$ cat config.mk
export PLATFORM = sky130hd
export DESIGN_NAME = timer_irq_priority_levels
export DESIGN_NICKNAME = d
export VERILOG_FILES = /design/src/design/irq_level_pkg.sv /design/src/design/level_arbiter.sv /design/src/design/timer_irq_priority_levels.sv
export SDC_FILE = /design/constraint.sdc
export NUM_CORES = 1
export LEC_CHECK = 0
export BUFFER_PORTS_ARGS = -buffer_cell sky130_fd_sc_hd__buf_2
export CAP_MARGIN = 20
export CORE_MARGIN = 3
export CORE_UTILIZATION = 40
export DETAILED_ROUTE_END_ITERATION = 6
export PLACE_DENSITY = 0.64
export REMOVE_ABC_BUFFERS = 1
export SLEW_MARGIN = 30
export SYNTH_ARGS = -nofsm -noshare
export SYNTH_HDL_FRONTEND = slang
export SYNTH_SLANG_ARGS = --single-unit
export TNS_END_PERCENT = 20
$ cat constraint.sdc
create_clock -name ref_clk -period 21.8 [get_ports ref_clk]
set_input_delay 4.36 -clock ref_clk [delete_from_list [all_inputs] [get_ports ref_clk]]
set_output_delay 4.36 -clock ref_clk [all_outputs]
set_load 0.01 [all_outputs]
$ cat src/design/irq_level_pkg.sv
package irq_level_pkg;

	// register byte addresses on the special-function-register bus
	localparam logic [15:0] BYTE_TIMER_LEVELS_ADDR = 16'hf02c;
	localparam logic [15:0] FAST_TIMER_LEVELS_ADDR = 16'hf02e;
	localparam logic [15:0] TIME_BASE_LEVELS_ADDR  = 16'hf030;

	localparam logic [15:0] LEVELS_RESET = 16'h0000;

	// writable bits of each register
	localparam logic [15:0] BYTE_TIMER_MASK = 16'hffff;
	localparam logic [15:0] FAST_TIMER_MASK = 16'h00ff;
	localparam logic [15:0] TIME_BASE_MASK  = 16'h003f;

	localparam int LEVEL_W      = 2;
	localparam int NUM_BYTE_TMR = 8;
	localparam int NUM_FAST_TMR = 4;
	localparam int NUM_TICK     = 3;
	localparam int NUM_SRC      = NUM_BYTE_TMR + NUM_FAST_TMR + NUM_TICK;
	localparam int SRC_W        = 4;

	typedef logic [LEVEL_W-1:0] level_t;

	// one special-function-register access
	typedef struct packed {
		logic        wr;
		logic        rd;
		logic [15:0] addr;
		logic [1:0]  byte_en;
		logic [15:0] wdata;
	} sfr_req_t;

	// winner of arbitration
	typedef struct packed {
		logic       valid;
		logic [3:0] src;
		level_t     level;
	} irq_grant_t;

endpackage

$ cat src/design/level_arbiter.sv
`timescale 1ns/1ps
`default_nettype none

module level_arbiter
	import irq_level_pkg::*;
(
	input  wire logic [NUM_SRC-1:0]         pending,
	input  wire logic [NUM_SRC*LEVEL_W-1:0] levels,
	output irq_grant_t                      grant
);

	always_comb begin
		grant = '0;
		// lowest index wins a tie because only a strictly greater level replaces
		for (int i = 0; i < NUM_SRC; i++) begin
			if (pending[i] && (!grant.valid ||
					levels[i*LEVEL_W +: LEVEL_W] > grant.level)) begin
				grant.valid = 1'b1;
				grant.src   = SRC_W'(i);
				grant.level = levels[i*LEVEL_W +: LEVEL_W];
			end
		end
	end

endmodule

`default_nettype wire

$ cat src/design/timer_irq_priority_levels.sv
`timescale 1ns/1ps
`default_nettype none

// Overview of operation
// - each field: 00 level one up to 11 level four; resets to level one
// - writes take effect only while level_control_enable is set
// - a pending source with a greater level value wins arbitration
// - byte timer fields 1..7 sit at bits 3:2 up to 15:14
// - wide timer 0..3 fields in bits 7:0; upper byte has no function
// - slow tick 0..2 fields in bits 5:0; bits 15:6 have no function
// - byte or halfword access per register; every register resets to zero
// - byte timer 0 field sits at bits 1:0
module timer_irq_priority_levels
	import irq_level_pkg::*;
(
	input  wire logic                   ref_clk,
	input  wire logic                   rst,
	input  wire sfr_req_t               sfr_req,
	input  wire logic                   level_control_enable,
	input  wire logic [NUM_BYTE_TMR-1:0] byte_timer_irq,
	input  wire logic [NUM_FAST_TMR-1:0] wide_timer_irq,
	input  wire logic [NUM_TICK-1:0]    slow_tick_irq,
	output logic [15:0]                 sfr_rdata,
	output logic [15:0]                 byte_timer_irq_levels,
	output logic [15:0]                 fast_timer_irq_levels,
	output logic [15:0]                 time_base_irq_levels,
	output irq_grant_t                  irq_grant
);

	logic [15:0] next_byte_timer_irq_levels;
	logic [15:0] next_fast_timer_irq_levels;
	logic [15:0] next_time_base_irq_levels;
	logic [15:0] next_sfr_rdata;
	irq_grant_t  next_irq_grant;
	irq_grant_t  arb_grant;

	// merge enabled byte lanes into a register, keeping bits without function at zero
	function automatic logic [15:0] lane_write(input logic [15:0] cur,
			input logic [15:0] wdata, input logic [1:0] be, input logic [15:0] mask);
		logic [15:0] lanes;
		lanes = {{8{be[1]}}, {8{be[0]}}};
		return ((cur & ~lanes) | (wdata & lanes)) & mask;
	endfunction

	always_comb begin
		next_byte_timer_irq_levels = byte_timer_irq_levels;
		next_fast_timer_irq_levels = fast_timer_irq_levels;
		next_time_base_irq_levels  = time_base_irq_levels;
		if (sfr_req.wr && level_control_enable) begin
			unique case (sfr_req.addr)
				BYTE_TIMER_LEVELS_ADDR: next_byte_timer_irq_levels = lane_write(
					byte_timer_irq_levels, sfr_req.wdata, sfr_req.byte_en,
					BYTE_TIMER_MASK);
				FAST_TIMER_LEVELS_ADDR: next_fast_timer_irq_levels = lane_write(
					fast_timer_irq_levels, sfr_req.wdata, sfr_req.byte_en,
					FAST_TIMER_MASK);
				TIME_BASE_LEVELS_ADDR: next_time_base_irq_levels = lane_write(
					time_base_irq_levels, sfr_req.wdata, sfr_req.byte_en,
					TIME_BASE_MASK);
				default: ;
			endcase
		end
	end

	always_comb begin
		next_sfr_rdata = 16'h0000;
		if (sfr_req.rd) begin
			unique case (sfr_req.addr)
				BYTE_TIMER_LEVELS_ADDR: next_sfr_rdata = byte_timer_irq_levels;
				FAST_TIMER_LEVELS_ADDR: next_sfr_rdata = fast_timer_irq_levels;
				TIME_BASE_LEVELS_ADDR:  next_sfr_rdata = time_base_irq_levels;
				default:                next_sfr_rdata = 16'h0000;
			endcase
		end
	end

	level_arbiter u_arb (
		.pending ({slow_tick_irq, wide_timer_irq, byte_timer_irq}),
		.levels  ({time_base_irq_levels[5:0], fast_timer_irq_levels[7:0],
			byte_timer_irq_levels}),
		.grant   (arb_grant)
	);

	assign next_irq_grant = arb_grant;

	always_ff @(posedge ref_clk or posedge rst) begin
		if (rst) begin
			byte_timer_irq_levels <= LEVELS_RESET;
			fast_timer_irq_levels <= LEVELS_RESET;
			time_base_irq_levels  <= LEVELS_RESET;
			sfr_rdata             <= 16'h0000;
			irq_grant             <= '0;
		end else begin
			byte_timer_irq_levels <= next_byte_timer_irq_levels;
			fast_timer_irq_levels <= next_fast_timer_irq_levels;
			time_base_irq_levels  <= next_time_base_irq_levels;
			sfr_rdata             <= next_sfr_rdata;
			irq_grant             <= next_irq_grant;
		end
	end

endmodule

`default_nettype wire

== Yosys cells after proc, flatten, opt, wreduce, memory -nomap -nowiden ==
Cells that the tools add are included.
Cells by class
  reductions and logical operators: 46
  eq/ne operators: 3
  bitwise gates (word level): 8
  order comparisons: 14
  multiplexer cells: 17
Operators by type and width (number)
  7-bit 2-to-1 mux: 15
  16-bit equality test, second input constant: 3
  16-bit one-hot mux with 3 select lines: 1
  16-bit bitwise AND: 2
  2-bit greater-than comparator: 14
  16-bit 2-to-1 mux: 1
  16-bit inverter: 1
  16-bit bitwise OR: 1
  1-bit logical AND: 15
  1-bit zero test: 14
  1-bit logical OR: 14
  8-bit bitwise AND: 1
  8-bit bitwise OR: 1
  6-bit bitwise AND: 1
  6-bit bitwise OR: 1
  2-bit AND reduction: 3
Word-level totals
  bits of input ports: 54
  bits in registers: 53
  logic and storage cells: 95
  output and inout port bits: 71

== Longest topological paths before layout ==
  word-level depth: 57
  gate-level depth with buffers: 92
  mapped depth without buffers: 91

== Cells and area by module ==
A second synthesis with hierarchy kept.
Unflattened totals
  cell total of the unflattened synthesis: 391
  area, all modules: 3801.1 µm²
Modules (own cells, without submodules)
  timer_irq_priority_levels: cells each 159, instances 1, sequential area each 1326.3 µm², area each 2233.4 µm²
  level_arbiter: cells each 232, instances 1, sequential area each 0.0 µm², area each 1567.8 µm²

== Worst setup path after synthesis ==
Ideal clock, no wire load.
  path kind: input-to-reg
  start point: in byte_timer_irq[0]
  end point: reg irq_grant[5] (netlist bit)
  required time: 21.654 ns
  data arrival time: 20.836 ns
  setup time: 0.146 ns
  stages on the path: 86
  path buffers: 1
  slack: 0.818 ns
  cells stage by stage: buf_6 nand2_1 ha_1 nor2b_1 o311a_1 a32oi_2 ha_1 nor2b_1 a2bb2oi_2 o21ai_0 a21o_1 ha_1 nor2b_1 o211ai_1 nand2_1 nor2_1 a21oi_1 ha_1 [... 50 more ...] nand2_1 o21ai_0 nand2_1 and2_2 or4b_4 nand2_1 ha_1 inv_1 a21oi_1 a21oi_1 o21ai_1 mux2_2 ha_1 a21oi_1 a21oi_1 o21ai_1 nand3_1 or4b_2
RTL lines
  start: declaration: line timer_irq_priority_levels.sv:20  | input wire logic [NUM_BYTE_TMR-1:0] byte_timer_irq,
  end signal: assignment: line timer_irq_priority_levels.sv:98  | irq_grant <= next_irq_grant;
  end: declaration: line timer_irq_priority_levels.sv:27  | output irq_grant_t irq_grant

==> qor.yml <==
drive_gt1_share_pct: 39.4
cts_root_buffer: "clkbuf_8"
finalPower_mw: 0.232
crit_fanout: 9
design_area_sq_mm: 0.00457
ios: 125
crit_required_ps: 21980
finalSetupViolCount: 0
grt_max_degree: 54
synth_top_family_by_area: "compound AO/OA/AOI/OAI gates"
fin_nets: 580
clkSinkCount: 53
postSynth.asyncResetShare_pct: 100
port-buffer-count: 106
grt_pass1_wl_mm: 15.3
cp_top_family: "compound AO/OA/AOI/OAI gates"
drt_iter0_markers: 160
die-area_sq_mm: 0.0102
place_area_sq_mm: 0.00421
top_layer_used: "met4"
ir_worst_vdd_uv: 31.2
intPower_mw: 0.163
cts_tree: "yes"
area_growth_pct: 26.8
grt.total_usage_pct: 19.0
dp_worst_setup_slack_ps: -280
hold_path_class: "flop to flop"
first_pass_iters: 4
met1_length_mm: 4.49
dpl.hpwl_mm: 7.89
worst_pin_slew_ps: 917
synth_top_area_share_pct: 36.8
max_cap_viol_count: 0
p_per_area_mw_per_mm2: 50.8
drv_slew: 0
synthXorXnorAreaFrac_pct: 0
critPathArrivalTime_ps: 21190
slowest_delay_ps: 640
grt_pass1_vias: 3028
htreeDepth: 2
clockPowerShare_pct: 30.0
syn_area_sq_mm: 0.00360
cp_num_buf_inv: 2
timing.final.ws_setup_ps: 792
worstSetupStartpointType: "input port"
worst_path_most_repeated_cell: "ha_1"
synth-compound-area-share_pct: 20.8
clk_path_buf_depth: 2
fin_skew_ps: 9.07
met3_length_microns: 669
diodes: 0
cts_hold_buf: 0
via_per_inst: 5.47
worst_skew_pair.late_latency_ps: 310
p_leak_nw: 2.28
max_freq_mhz: 47.6
row_count: 33
drc: 0
synth_flop_cell: "dfrtp_1"
wl_per_cell_microns: 16.8
p_comb_share_pct: 26.0
grt-ovfl-total: 0
postSynthCellCount: 380
critPathSlowestCell: "or4b_2"
seq_power_share_pct: 44.0
synth_edf_count: 0
hold_viol: 0
yosysMostFrequentCell: "dfrtp_1"
outcome: "finished, final reports clean"
dieWidth_microns: 101
ant_nets: 0
finalCritPeriodShare_pct: 96.4
ys_seq_area_share_pct: 36.8
ys_ff_latch: 53
worstSetupEndpointType: "flop"
dpl.cell_count: 589
post-route-min-period_ps: 21010
post-synth-top-area-cell: "dfrtp_1"
synth.area.top_cells: "dfrtp_1, ha_1, mux2_2"
p_sw_mw: 0.0689
slew_headroom_pct: 38.8
numCtsBuffers: 5
synth.distinct_cells: 74
wirelength_mm: 10.3
die_h_microns: 101
synth_area_per_cell_sq_um: 9.48
start_util_pct: 42.6
dr_wl_met2_mm: 5.00
vias: 3334
p_sw_share_pct: 29.7
core_sq_mm: 0.00846
muxShareOfSynthArea_pct: 7.08
ys_warn_count: 0
critPathKind: "input port to flop"
gp_congestion: 0.882
clk_pin_slew_ps: 100
synth_adder_area_share_pct: 7.92
fin_cells: 610
antenna_found_initial: 0
synthSimpleGateAreaFrac_pct: 19.8
synthTopCellsByCount: "dfrtp_1, nand2_1, nor2_1"
worst reg2reg max path: cells and delay by family, from the launching register on:
family / cells / cell delay, ps
fa+ha+maj: 15 / 4160
simple gates: 34 / 5770
mux: 3 / 880
flops: 1 / 470
buf+inv: 1 / 30
compound gates: 32 / 5840
routing by layer:
| layer | global-route usage, % | vias up |
|---|---|---|
| met2 | 31.6 | 119 |
| li1 | - | 1594 |
| met5 | 0 | - |
| met4 | 4.81 | 0 |
| met3 | 2.77 | 9 |
| met1 | 26.1 | 1612 |
cells by family after synthesis:
family,Yosys count
AO/OA/AOI/OAI,97
AND/OR/NAND/NOR,131
flip-flops,53
other,1
buffers and inverters,52
adder cells (fa/ha/maj),23
multiplexers,23
power by group through the flow:
stage,Combinational [mW],Sequential (mW),Clock [mW]
5_1_grt,0.0667,0.102,0.0744
6_report,0.0602,0.102,0.0696
2_1_floorplan,0.0326,0.106,0
4_1_cts,0.0536,0.102,0.0714
3_5_place_dp,0.0533,0.104,0
3_3_place_gp,0.0523,0.104,0
worst paths after layout:
kind / start / to / slack, ps / cells past startpoint
setup / recovery: byte_timer_irq[0] / irq_grant[5]$_DFF_PP0_ / 790 / 86
hold / removal: flop / sfr_rdata[14]$_DFF_PP0_ / 550 / 1
setup reg to reg: flop / irq_grant[5]$_DFF_PP0_ / 4530 / 85
hold reg to reg: flop / sfr_rdata[14]$_DFF_PP0_ / 550 / 1
max in group asynchronous: rst / asynchronous set/reset pin / 17130 / 3
min in group asynchronous: rst / sfr_rdata[8]$_DFF_PP0_ / 4220 / 3
cell type report:
cell class                 count  area, sq um
inverter                      27          101
tap                          105          131
sequential                    53         1330
clock buffer                   5         68.8
fill                         772         3890
timing repair buffer         125          676
clock inverter                 3         46.3
multi-input combinational    292         2220
metrics by stage:
step / util, % / TNS [ps] / hold slack [ps]
6_report: 54.0 / 0 / 550
5_1_grt: 54.0 / -271 / 591
4_1_cts: 51.1 / 0 / 557
3_5_place_dp: 49.8 / -400 / 534
3_3_place_gp: 49.8 / -7.99 / 509
2_1_floorplan: - / 0 / 567
cells in the final DEF, fill, tap and decap left out, drive strengths merged, types with 14 or more instances in the layout:
master	count
inv	27
conb	18
o21ai	27
a21oi	14
ha	22
dfrtp	53
nand2	39
buf	124
mux2	20
nor2	28
repair_timing:
action                     in CTS  in global routing
setup endpoints to repair       0                  6
resized for setup               0                 28
hold endpoints to repair        0                  0
setup buffers                   0                 13
(Power assumes the default switching activity.)
